### config.mk
export PLATFORM = sky130hd
export DESIGN_NAME = adc_serial_sequencer
export DESIGN_NICKNAME = d
export VERILOG_FILES = /design/src/logic/adc_seq_pkg.sv /design/src/logic/notch_clock_detect.sv /design/src/logic/adc_serial_sequencer.sv
export SDC_FILE = /design/constraint.sdc
export NUM_CORES = 1
export LEC_CHECK = 0
export BUFFER_PORTS_ARGS = -buffer_cell sky130_fd_sc_hd__buf_2
export CORE_MARGIN = 10
export CORE_UTILIZATION = 30
export DETAILED_ROUTE_END_ITERATION = 10
export GPL_TIMING_DRIVEN = 0
export SLEW_MARGIN = 0
export SYNTH_ARGS = -nofsm -noshare
export SYNTH_HDL_FRONTEND = slang
export SYNTH_SLANG_ARGS = --single-unit
### constraint.sdc
create_clock -name ref_clk -period 5.4 [get_ports ref_clk]
set_input_delay 0.54 -clock ref_clk [delete_from_list [all_inputs] [get_ports ref_clk]]
set_output_delay 0.54 -clock ref_clk [all_outputs]
set_load 0.005 [all_outputs]
### src/logic/adc_seq_pkg.sv
`default_nettype none
package adc_seq_pkg;
    // Clock rate and derived counts
    localparam int unsigned REF_CLK_HZ       = 20000000;
    localparam int unsigned ISCK_FREQ_HZ     = 19200;
    localparam int unsigned ISCK_HALF_CYC    = REF_CLK_HZ / (2 * ISCK_FREQ_HZ);
    localparam int unsigned EXT_SCK_DIV      = 8;
    localparam int unsigned NOTCH_DIV        = 2560;
    localparam int unsigned CONV_CYC_PER_NOTCH = NOTCH_DIV;
    // Conversion time in milliseconds, one per notch setting
    localparam int unsigned CONV_TIME_60HZ_MS = 133;
    localparam int unsigned CONV_TIME_50HZ_MS = 160;
    localparam int unsigned CONV_CYC_60HZ    = REF_CLK_HZ / 1000 * CONV_TIME_60HZ_MS;
    localparam int unsigned CONV_CYC_50HZ    = REF_CLK_HZ / 1000 * CONV_TIME_50HZ_MS;
    // Notch clock activity: edges within this window mean an external clock
    localparam int unsigned NOTCH_ACT_WIN_US = 400;
    localparam int unsigned NOTCH_ACT_WIN_CYC = REF_CLK_HZ / 1000000 * NOTCH_ACT_WIN_US;
    // Output word layout
    localparam int unsigned WORD_BITS        = 32;
    localparam int unsigned STATUS_BITS      = 3;
    localparam int unsigned RESULT_BITS      = 24;
    localparam int unsigned SUB_LSB_BITS     = 5;
    localparam int unsigned EOC_POS          = 31;
    localparam int unsigned CHAN_POS         = 30;
    localparam int unsigned SIGN_POS         = 29;
    localparam logic        CHAN_RESET       = 1'b0;

    typedef enum logic [1:0] {
        ST_CONVERT = 2'b00,
        ST_SLEEP   = 2'b01,
        ST_OUTPUT  = 2'b11
    } seq_state_e;
endpackage : adc_seq_pkg
`default_nettype wire

### src/logic/notch_clock_detect.sv
`timescale 1ns/1ps
`default_nettype none
// Tells a toggling notch clock from a static strap level
module notch_clock_detect
    import adc_seq_pkg::*;
#(
    parameter int unsigned WIN_CYC = NOTCH_ACT_WIN_CYC
) (
    input  wire logic ref_clk,
    input  wire logic rst_n,
    input  wire logic notch_clock_select_pin,
    output logic      ext_clk_mode_q,
    output logic      ext_clk_tick_q,
    output logic      level_high_q
);
    logic [$clog2(WIN_CYC+1)-1:0] idle_q;
    logic                         pin_q;
    logic                         primed_q;
    logic                         rise;

    assign rise = notch_clock_select_pin & ~pin_q & primed_q;

    // First cycle after reset only loads the pin copy, so a strap tied high is not seen as an edge
    always_ff @(posedge ref_clk or negedge rst_n) begin
        if (!rst_n) begin
            pin_q    <= 1'b0;
            primed_q <= 1'b0;
        end else begin
            pin_q    <= notch_clock_select_pin;
            primed_q <= 1'b1;
        end
    end

    // An edge restarts the window; a full quiet window means a strap level
    always_ff @(posedge ref_clk or negedge rst_n) begin
        if (!rst_n) begin
            idle_q         <= '0;
            ext_clk_mode_q <= 1'b0;
        end else if (primed_q && notch_clock_select_pin != pin_q) begin
            idle_q         <= '0;
            ext_clk_mode_q <= 1'b1;
        end else if (idle_q == ($clog2(WIN_CYC+1))'(WIN_CYC)) begin
            ext_clk_mode_q <= 1'b0;
        end else begin
            idle_q <= idle_q + 1'b1;
        end
    end

    always_ff @(posedge ref_clk or negedge rst_n) begin
        if (!rst_n) begin
            ext_clk_tick_q <= 1'b0;
            level_high_q   <= 1'b0;
        end else begin
            ext_clk_tick_q <= rise;
            level_high_q   <= notch_clock_select_pin;
        end
    end
endmodule : notch_clock_detect
`default_nettype wire

### src/logic/adc_serial_sequencer.sv
`timescale 1ns/1ps
`default_nettype none
// How it works
// - CS low enables output, wakes device
// - Sleep after conversion while CS high
// - CS rise in output aborts, restarts conversion
// - CS high keeps data output floating
// - Conversion/sleep with CS low shows status
// - Internal mode drives serial clock out
// - External mode: host clocks, device shifts
// - Weak pull-up on in internal mode
// - Clock mode sampled at reset, CS fall
// - Static notch pin picks 60/50 Hz
// - External notch clock: null at f/2560
// - Internal serial clock 19.2 kHz or f/8
// - Transfer is 32 bits
// - Channel 0 at reset, then alternate
// - Order: convert, sleep, output, repeat
// - Sleep holds result unchanged
// - Data changes on falling serial clock
// - Output ends at 32 bits or CS rise
// - Word: status 3, result 24, sub 5
// - CS high before first rise: back to sleep
module adc_serial_sequencer
    import adc_seq_pkg::*;
#(
    parameter int unsigned CONV_60 = CONV_CYC_60HZ,
    parameter int unsigned CONV_50 = CONV_CYC_50HZ,
    parameter int unsigned ACT_WIN = NOTCH_ACT_WIN_CYC
) (
    input  wire logic                   ref_clk,
    input  wire logic                   reset_n,
    input  wire logic                   cs_n,
    input  wire logic                   sck_in,
    output logic                        sck_out,
    output logic                        sck_oe_n,
    output logic                        sck_pullup_en,
    output logic                        sdo_out,
    output logic                        sdo_oe_n,
    input  wire logic                   notch_clock_select_pin,
    input  wire logic [RESULT_BITS-1:0] conv_result,
    input  wire logic [SUB_LSB_BITS-1:0] conv_sub_lsb,
    input  wire logic                   result_sign_bit,
    output logic                        channel_indicator_bit,
    output logic                        conv_busy,
    output logic                        notch_50hz,
    output logic                        ext_notch_clk
);
    localparam int CW = 32;

    logic                 rst_q1;
    logic                 rst_q2;
    seq_state_e           state_q;
    logic [CW-1:0]        conv_cnt_q;
    logic [CW-1:0]        conv_len;
    logic [WORD_BITS-1:0] shreg_q;
    logic [5:0]           bit_cnt_q;
    logic                 first_rise_q;
    logic                 cs_q;
    logic                 ext_sck_mode_q;
    logic                 sck_in_q;
    logic                 isck_q;
    logic [CW-1:0]        div_q;
    logic                 ext_mode;
    logic                 ext_tick;
    logic                 notch_high;
    logic                 sck_rise;
    logic                 sck_fall;
    logic                 cs_fall;
    logic                 cs_rise;
    logic                 isck_tick;
    logic                 done_conv;
    logic                 word_done;

    // Two-flop reset release
    always_ff @(posedge ref_clk or negedge reset_n) begin
        if (!reset_n) begin
            rst_q1 <= 1'b0;
            rst_q2 <= 1'b0;
        end else begin
            rst_q1 <= 1'b1;
            rst_q2 <= rst_q1;
        end
    end

    notch_clock_detect #(.WIN_CYC(ACT_WIN)) u_detect (
        .ref_clk                (ref_clk),
        .rst_n                  (rst_q2),
        .notch_clock_select_pin (notch_clock_select_pin),
        .ext_clk_mode_q         (ext_mode),
        .ext_clk_tick_q         (ext_tick),
        .level_high_q           (notch_high)
    );

    assign cs_fall = cs_q & ~cs_n;
    assign cs_rise = ~cs_q & cs_n;

    always_ff @(posedge ref_clk or negedge rst_q2) begin
        if (!rst_q2) begin
            cs_q <= 1'b1;
        end else begin
            cs_q <= cs_n;
        end
    end

    // Previous clock pin level, for edge detection in external mode
    always_ff @(posedge ref_clk or negedge rst_q2) begin
        if (!rst_q2) begin
            sck_in_q <= 1'b1;
        end else begin
            sck_in_q <= sck_in;
        end
    end

    // Mode caught just after reset release and at each CS fall
    logic mode_init_q;
    always_ff @(posedge ref_clk or negedge rst_q2) begin
        if (!rst_q2) begin
            mode_init_q    <= 1'b0;
            ext_sck_mode_q <= 1'b0;
        end else begin
            mode_init_q <= 1'b1;
            if (!mode_init_q || cs_fall) begin
                ext_sck_mode_q <= ~sck_in;
            end
        end
    end

    // Conversion length: static pin picks the notch, a clock counts its own edges
    always_comb begin
        if (ext_mode) begin
            conv_len = CW'(CONV_CYC_PER_NOTCH);
        end else if (notch_high) begin
            conv_len = CW'(CONV_50);
        end else begin
            conv_len = CW'(CONV_60);
        end
    end
    assign done_conv = (state_q == ST_CONVERT) && (conv_cnt_q >= conv_len - 1);

    always_ff @(posedge ref_clk or negedge rst_q2) begin
        if (!rst_q2) begin
            conv_cnt_q <= '0;
        end else if (state_q != ST_CONVERT || done_conv) begin
            conv_cnt_q <= '0;
        end else if (!ext_mode || ext_tick) begin
            conv_cnt_q <= conv_cnt_q + 1'b1;
        end
    end

    // Internal serial clock: fixed half period, or eight notch clocks per period
    assign isck_tick = ext_mode ? (ext_tick && div_q >= CW'(EXT_SCK_DIV / 2 - 1))
                                : (div_q >= CW'(ISCK_HALF_CYC - 1));
    always_ff @(posedge ref_clk or negedge rst_q2) begin
        if (!rst_q2) begin
            div_q  <= '0;
            isck_q <= 1'b0;
        end else if (state_q != ST_OUTPUT || ext_sck_mode_q) begin
            div_q  <= '0;
            isck_q <= 1'b0;
        end else if (isck_tick) begin
            div_q  <= '0;
            isck_q <= ~isck_q;
        end else if (!ext_mode || ext_tick) begin
            div_q <= div_q + 1'b1;
        end
    end

    assign sck_rise = ext_sck_mode_q ? (sck_in & ~sck_in_q) : (isck_tick & ~isck_q);
    assign sck_fall = ext_sck_mode_q ? (~sck_in & sck_in_q) : (isck_tick & isck_q);

    // Word ends on the fall that follows the last rising edge
    assign word_done = sck_fall && bit_cnt_q == 6'(WORD_BITS);

    // Sequencer
    always_ff @(posedge ref_clk or negedge rst_q2) begin
        if (!rst_q2) begin
            state_q <= ST_CONVERT;
        end else begin
            unique case (state_q)
                ST_CONVERT: begin
                    if (done_conv) begin
                        state_q <= ST_SLEEP;
                    end
                end
                ST_SLEEP: begin
                    if (!cs_n) begin
                        state_q <= ST_OUTPUT;
                    end
                end
                ST_OUTPUT: begin
                    if (cs_n && !first_rise_q) begin
                        state_q <= ST_SLEEP;
                    end else if (cs_rise || cs_n) begin
                        state_q <= ST_CONVERT;
                    end else if (word_done) begin
                        state_q <= ST_CONVERT;
                    end
                end
            endcase
        end
    end

    // Rising edges counted in the output phase; the first one commits the transfer
    always_ff @(posedge ref_clk or negedge rst_q2) begin
        if (!rst_q2) begin
            bit_cnt_q    <= '0;
            first_rise_q <= 1'b0;
        end else if (done_conv) begin
            bit_cnt_q    <= '0;
            first_rise_q <= 1'b0;
        end else if (state_q == ST_OUTPUT && sck_rise) begin
            first_rise_q <= 1'b1;
            bit_cnt_q    <= bit_cnt_q + 1'b1;
        end
    end

    // Result word: loaded once at end of conversion, static while asleep
    always_ff @(posedge ref_clk or negedge rst_q2) begin
        if (!rst_q2) begin
            shreg_q <= '0;
        end else if (done_conv) begin
            shreg_q <= {1'b0, channel_indicator_bit, result_sign_bit,
                        conv_result, conv_sub_lsb};
        end else if (state_q == ST_OUTPUT && sck_fall && first_rise_q) begin
            shreg_q <= {shreg_q[WORD_BITS-2:0], 1'b1};
        end
    end

    // Channel alternates once per finished conversion
    always_ff @(posedge ref_clk or negedge rst_q2) begin
        if (!rst_q2) begin
            channel_indicator_bit <= CHAN_RESET;
        end else if (done_conv) begin
            channel_indicator_bit <= ~channel_indicator_bit;
        end
    end

    // Data pin: status outside the output phase, word bit while shifting
    always_ff @(posedge ref_clk or negedge rst_q2) begin
        if (!rst_q2) begin
            sdo_out  <= 1'b1;
            sdo_oe_n <= 1'b1;
        end else begin
            sdo_oe_n <= cs_n;
            if (state_q == ST_OUTPUT) begin
                sdo_out <= shreg_q[EOC_POS];
            end else begin
                sdo_out <= (state_q == ST_CONVERT) && !done_conv;
            end
        end
    end

    // Clock pin is driven only while shifting in internal mode
    always_ff @(posedge ref_clk or negedge rst_q2) begin
        if (!rst_q2) begin
            sck_out  <= 1'b0;
            sck_oe_n <= 1'b1;
        end else begin
            sck_out  <= isck_q;
            sck_oe_n <= !(state_q == ST_OUTPUT && !ext_sck_mode_q && !cs_n);
        end
    end

    always_ff @(posedge ref_clk or negedge rst_q2) begin
        if (!rst_q2) begin
            sck_pullup_en <= 1'b1;
        end else begin
            sck_pullup_en <= !ext_sck_mode_q;
        end
    end

    always_ff @(posedge ref_clk or negedge rst_q2) begin
        if (!rst_q2) begin
            conv_busy <= 1'b1;
        end else begin
            conv_busy <= (state_q == ST_CONVERT) && !done_conv;
        end
    end

    // Clock source status
    always_ff @(posedge ref_clk or negedge rst_q2) begin
        if (!rst_q2) begin
            notch_50hz    <= 1'b0;
            ext_notch_clk <= 1'b0;
        end else begin
            notch_50hz    <= notch_high && !ext_mode;
            ext_notch_clk <= ext_mode;
        end
    end
endmodule : adc_serial_sequencer
`default_nettype wire

---- Yosys cells after proc, flatten, opt, wreduce, memory -nomap -nowiden ----
Cells that the tools add are included.
storage, ports and cells
  register bits ........................... 136
  memories kept ........................... 0
  RAM bits ................................ 0
  latch bits .............................. 0
  ROM bits ................................ 0
  output and inout port bits .............. 9
cells by class
  $mul .................................... 0
  equal/unequal tests ..................... 10
  add/subtract/negate cells ............... 5
  shift-type cells ........................ 0
  magnitude comparators ................... 3
  bitwise operators ....................... 15
  div/mod/pow operators ................... 0
  reduce and logical (&&, ||, !) cells .... 33
  muxes and demuxes ....................... 29
operators by type and width
  cell                                                                      number
  32-bit two-way mux                                                        8
  32-bit by 1-bit adder with 32-bit output (second input constant)          2
  32-bit by 10-bit >= comparator with 1-bit output (second input constant)  1
  32-bit by 2-bit >= comparator with 1-bit output (second input constant)   1
  32-bit >= comparator                                                      1
  32-bit by 1-bit subtractor with 32-bit output (second input constant)     1
  13-bit two-way mux                                                        2
  21-bit two-way mux                                                        1
  13-bit by 1-bit adder with 13-bit output (second input constant)          1
  13-bit equality test (second input constant)                              1
  1-bit logical AND                                                         12
  6-bit two-way mux                                                         2
  2-bit nonzero test                                                        6
  1-bit two-way mux                                                         10
  2-bit two-way mux                                                         5
  1-bit bitwise AND                                                         8
  1-bit logical NOT                                                         7
  1-bit NOT                                                                 7
  6-bit by 1-bit adder with 6-bit output (second input constant)            1
  6-bit equality test (second input constant)                               1
  2-bit != test (second input constant)                                     3
  2-bit case mux with 3 select lines                                        1
  1-bit logical OR                                                          5
  4-bit != test (second input constant)                                     1
  other kinds (7)                                                           7

---- Longest topological paths before layout ----
  depth after elaboration ................. 10
  depth in mapped cells ................... 13

---- By module ----
From an unflattened synthesis, not the netlist that was laid out.
unflattened totals
  cell total of the unflattened synthesis .. 627
  area, all modules ....................... 6422.4 um^2
modules (own cells, without submodules)
  module                cells each  area each (um^2)  times used
  adc_serial_sequencer  546         5577.8            1
  notch_clock_detect    81          844.6             1

---- Least setup slack after synthesis ----
No wires, ideal clock.
  kind .................................... flip-flop to flip-flop
  start point ............................. reg u_detect.ext_clk_mode_q
  end point ............................... reg bit_cnt_q[0]
  stages on the path, launching flop included .. 12
  data required time ...................... 5269 ps
  arrival ................................. 2466 ps
  path buffers ............................ 2
  period minus slack after synthesis ...... 2597 ps
  slack ................................... 2803 ps
  setup time .............................. 131 ps
  path through ............................ dfrtp_1 > inv_1 > nand2_1 > ha_1 > nor4bb_1 > and4_1 > and2_1 > a21bo_2 > clkbuf_1 > clkbuf_1 > nand3b_1 > o21ai_0
on the way
  longest elaborated chain between the ends .. 5
  elaborated cells between the ends (all ways) .. 10
  classes of those cells .................. 1 x add/sub; 1 x order compare; 4 x mux; 1 x bitwise; 3 x reduce/logical
ends and longest elaborated chain
  element                                                                             RTL line                                                  source
  from (decl)                                                                         notch_clock_detect.sv:12                                  output logic ext_clk_mode_q,
  from (signal assigned)                                                              notch_clock_detect.sv:38                                  ext_clk_mode_q <= 1'b0;
  from (signal assigned)                                                              notch_clock_detect.sv:41                                  ext_clk_mode_q <= 1'b1;
  from (signal assigned)                                                              notch_clock_detect.sv:43                                  ext_clk_mode_q <= 1'b0;
  32-bit two-way mux or 1-bit two-way mux (tied branches)                             adc_serial_sequencer.sv:131, adc_serial_sequencer.sv:152
  32-bit by 1-bit subtractor with 32-bit output or 1-bit bitwise AND (tied branches)  adc_serial_sequencer.sv:139, adc_serial_sequencer.sv:169
  32-bit >= comparator or 1-bit two-way mux (tied branches)                           adc_serial_sequencer.sv:139, adc_serial_sequencer.sv:169
  1-bit logical AND, on equally long branches                                         adc_serial_sequencer.sv:139, adc_serial_sequencer.sv:212
  6-bit two-way mux or 2-bit nonzero test (tied branches)                             n/a
  to (signal assigned)                                                                adc_serial_sequencer.sv:214                               bit_cnt_q <= bit_cnt_q + 1'b1;
  to (decl)                                                                           adc_serial_sequencer.sv:57                                logic [5:0] bit_cnt_q;
Several ways; a longest one is shown, not always the timed one.
A chain may end at the register's enable or synchronous reset.

---- Final worst setup path ----
Same ends and word-level chain as after synthesis.

==> metrics.json <==
{
  "outcome": {"value": "finished clean"},
  "route.vias.total": {"value": 4557},
  "timing.final.ws_setup": {"value": 2.089, "unit": "ns"},
  "post-route-period-util": {"value": 61.31, "unit": "%"},
  "p_per_area": {"value": 363.0, "unit": "nW/um2"},
  "dr_iter_0_viols": {"value": 262},
  "critPathMaxFanout": {"value": 10},
  "total_leakage_power": {"value": 3.529, "unit": "nW"},
  "grt_overflow_total": {"value": 0},
  "crit_type": {"value": "reg2reg"},
  "yosysWarningCount": {"value": 0},
  "synth.avg_cell_area": {"value": 10.15, "unit": "um2"},
  "clock_tree.buffer_depth": {"value": 2},
  "critical_path_buf_inv_count": {"value": 3},
  "cts-buffers-inserted": {"value": 17},
  "cts.root.buffer_cell": {"value": "sky130_fd_sc_hd__clkbuf_16"},
  "number_of_antenna_violations_at_the_first_check_in_global_routing": {"value": 0},
  "async_reset_ff_share": {"value": 100.0, "unit": "%"},
  "synth_seq_area_share": {"value": 52.85, "unit": "%"},
  "path_cells": {"value": "inv_1 > nand2_1 > ha_1 > nor4bb_1 > and4_1 > and2_1 > a21bo_2 > clkbuf_1 > clkbuf_1 > nand3b_1 > o21ai_0"},
  "worst_ep_required_time": {"value": 5.68, "unit": "ns"},
  "initial_utilization": {"value": 30.60, "unit": "%"},
  "max_transition_viols_final": {"value": 0},
  "holdWs": {"value": 0.1872, "unit": "ns"},
  "gr-usage-all-layers": {"value": 9.005, "unit": "%"},
  "clkSlewWorstSetupHoldPaths": {"value": 0.06, "unit": "ns"},
  "worst_path_dominant_cell_family": {"value": "simple AND/OR/NAND/NOR gates"},
  "synth_top_area_share": {"value": 50.41, "unit": "%"},
  "critPathLaunchType": {"value": "register"},
  "worst_pin_slew": {"value": 0.5832, "unit": "ns"},
  "cts_max_level": {"value": 4},
  "clock_tree_from_tritoncts": {"value": "built"},
  "critPathMaxStageDelay": {"value": 0.54, "unit": "ns"},
  "worst_r2r_endpoint": {"value": "bit_cnt_q[0]"},
  "pin_count": {"value": 44},
  "vias_per_cell": {"value": 4.562},
  "post_cts_resize_count": {"value": 0},
  "area_growth": {"value": 19.81, "unit": "%"},
  "critical_path.reg2reg.startpoint": {"value": "u_detect.ext_clk_mode_q"},
  "dp.final_hpwl": {"value": 8861, "unit": "um"},
  "final.min_clock_period": {"value": 3.311, "unit": "ns"},
  "area_contributors_post_synth": {"value": "sky130_fd_sc_hd__dfrtp_1 50%, sky130_fd_sc_hd__nor2_1 5.6%, sky130_fd_sc_hd__mux2i_1 5.1%, sky130_fd_sc_hd__nand2_1 4.1%, sky130_fd_sc_hd__ha_1 3.9%"},
  "dieArea": {"value": 27780, "unit": "um2"},
  "setup_violations": {"value": 0},
  "place_area": {"value": 7109, "unit": "um2"},
  "slack_of_the_worst_reg_to_reg_path": {"value": 2.09, "unit": "ns"},
  "clkLatencyLatePin": {"value": 0.41, "unit": "ns"},
  "num_antenna_cells": {"value": 0},
  "max_vdd_drop": {"value": 235.2, "unit": "uV"},
  "maxCapViolCount": {"value": 0},
  "critPathCaptureType": {"value": "register"},
  "r2r.worst_path.cells": {"value": 11},
  "final_antenna_net_count": {"value": 0},
  "post_route_cells_drive_above_1_share": {"value": 14.23, "unit": "%"},
  "arrival": {"value": 3.59, "unit": "ns"},
  "rows": {"value": 53},
  "grt_max_degree": {"value": 65},
  "cpMostUsedCell": {"value": "sky130_fd_sc_hd__clkbuf_1"},
  "die_w": {"value": 166.7, "unit": "um"},
  "worstHoldPathType": {"value": "reg2async"},
  "post_route_cell_area": {"value": 7732, "unit": "um2"},
  "chipHeight": {"value": 166.7, "unit": "um"},
  "tritoncts_num_sinks": {"value": 136},
  "slowest_stage": {"value": "sky130_fd_sc_hd__dfrtp_1"},
  "max-slew-margin-rel": {"value": 60.82, "unit": "%"},
  "wl": {"value": 12350, "unit": "um"},
  "routed_wire_length_per_instance": {"value": 12.37, "unit": "um"},
  "synth-edff-count": {"value": 0},
  "post_synth_instance_area": {"value": 6454, "unit": "um2"},
  "port_buffers": {"value": 43},
  "grt_pass1_vias": {"value": 4553},
  "place_congestion": {"value": 0.7652},
  "timing_hold_violations_final": {"value": 0},
  "worst_setup_skew_after_layout": {"value": 0.009503, "unit": "ns"},
  "synth.largest_area_cell": {"value": "sky130_fd_sc_hd__dfrtp_1"},
  "post_synth_inst_count": {"value": 636},
  "fmax": {"value": 0.3021, "unit": "GHz"},
  "rsz_0062_raised_after_global_routing": {"value": "false"},
  "drtPass1Iterations": {"value": 4},
  "final_net_count": {"value": 766},
  "synth_flop_cell": {"value": "sky130_fd_sc_hd__dfrtp_1"},
  "yosys.cell_types.count": {"value": 52},
  "place_ws": {"value": 2.086, "unit": "ns"},
  "yosys_register_bits": {"value": 136},
  "drc_errors": {"value": 0},
  "global_route_wire_length_before_repair": {"value": 21400, "unit": "um"},
  "setup-tns-final": {"value": 0, "unit": "ns"},
  "core_region_area": {"value": 21090, "unit": "um2"}
}
==> cell families (layout without fill, tap and decap cells) <==
family,count (synthesis),count (layout),share of synthesized area [%]
adders and majority gates,20,20,3.877
xor gates and xnor gates,51,51,6.921
and+or+nand+nor,267,267,19.74
muxes,34,34,5.293
buffers and inverters,38,116,2.734
other,2,12,0.1164
AOI/OAI and AO/OA,88,88,8.472
DFF,136,136,52.85
==> worst max-delay path by stage <==
| stage | startpoint | end | slack (ns) | depth (start not counted) |
|---|---|---|---|---|
| detailed placement | u_detect.ext_clk_mode_q | bit_cnt_q[0] | 2.09 | 11 |
| floorplan | rst_q2 | bit_cnt_q[0] | 1.34 | 0 |
| global placement | rst_q2 | conv_cnt_q[14] | -0.32 | 0 |
| global route | u_detect.ext_clk_mode_q | bit_cnt_q[0] | 1.83 | 11 |
| CTS | u_detect.ext_clk_mode_q | bit_cnt_q[0] | 2.06 | 11 |
| finish | u_detect.ext_clk_mode_q | bit_cnt_q[0] | 2.09 | 11 |
==> metrics by stage <==
stage / util (%) / power [mW] / instances
after CTS: 36.67 / 2.850 / 999
after global placement: 33.43 / 1.632 / 964
after detailed placement: 33.71 / 1.647 / 966
final: 36.67 / 2.807 / 999
after floorplan: - / 1.540 / 646
after global routing: 36.67 / 2.969 / 999
==> sequential cells by signal, summed over array words and instances (netlist names), 2 cells and up <==
register and flops:
conv_cnt_q 32, div_q 32, shreg_q 32, u_detect.idle_q 13, bit_cnt_q 6, state_q 2
==> per-layer routing <==
layer,vias up,track usage [%],part of all wire (%)
li1,2337,-,-
met1,2157,12.21,52
met2,56,13.58,45
met3,7,2.401,2.3
met4,0,2.978,0.94
met5,-,0,0
==> power by group <==
| part | switching (mW) | internal [mW] |
|---|---|---|
| Clock | 0.446 | 0.742 |
| Combinational | 0.173 | 0.162 |
| Sequential | 0.103 | 1.18 |
==> timing repair <==
item,4_1_cts,5_1_grt
hold buffers,1,0
buffers inserted,0,0
hold endpoints to repair,2,0
==> cells in the final DEF (no fill, tap or decap), types with 16 or more instances in the layout <==
cell type                   instances
sky130_fd_sc_hd__nand2_1           70
sky130_fd_sc_hd__ha_1              20
sky130_fd_sc_hd__o21ai_1           25
sky130_fd_sc_hd__nand3_1           23
sky130_fd_sc_hd__clkbuf_1          19
sky130_fd_sc_hd__nor2_1            96
sky130_fd_sc_hd__clkbuf_16         17
sky130_fd_sc_hd__mux2i_1           33
sky130_fd_sc_hd__xor2_1            27
sky130_fd_sc_hd__a21oi_1           21
sky130_fd_sc_hd__dfrtp_1          129
sky130_fd_sc_hd__xnor2_1           24
sky130_fd_sc_hd__inv_1             16
sky130_fd_sc_hd__buf_2             43
==> cell type report <==
cell class                      count  area (um2)
Multi-Input combinational cell    472        2904
Inverter                           16       60.06
Fill cell                        2132       13360
Tap cell                          275       344.1
Clock inverter                     14       173.9
Sequential cell                   136        3415
Clock buffer                       18       439.2
Buffer                             22       116.4
Timing Repair Buffer               46       280.3
==> Yosys cell counts, types with 3 or more instances <==
master and n:
sky130_fd_sc_hd__and4_1 7, sky130_fd_sc_hd__dfstp_2 6, sky130_fd_sc_hd__or2_2 3, sky130_fd_sc_hd__xnor2_1 24
sky130_fd_sc_hd__buf_8 3, sky130_fd_sc_hd__o21ai_2 4, sky130_fd_sc_hd__a21oi_1 21, sky130_fd_sc_hd__nand2_1 70
sky130_fd_sc_hd__dfrtp_1 130, sky130_fd_sc_hd__nand2b_1 3, sky130_fd_sc_hd__o21ai_0 14, sky130_fd_sc_hd__nand3_1 23
sky130_fd_sc_hd__mux2i_1 33, sky130_fd_sc_hd__xor2_1 27, sky130_fd_sc_hd__inv_1 16, sky130_fd_sc_hd__nor3_1 9
sky130_fd_sc_hd__nor4_1 6, sky130_fd_sc_hd__o21ai_1 25, sky130_fd_sc_hd__or3_1 6, sky130_fd_sc_hd__and3_1 8
sky130_fd_sc_hd__nor2_1 96, sky130_fd_sc_hd__nor2b_1 3, sky130_fd_sc_hd__a31oi_1 5, sky130_fd_sc_hd__ha_1 20
sky130_fd_sc_hd__and2_1 6, sky130_fd_sc_hd__nor3b_1 3, sky130_fd_sc_hd__clkbuf_1 19, sky130_fd_sc_hd__nand4_1 14
Note: power is estimated with default switching activity, not from simulation.
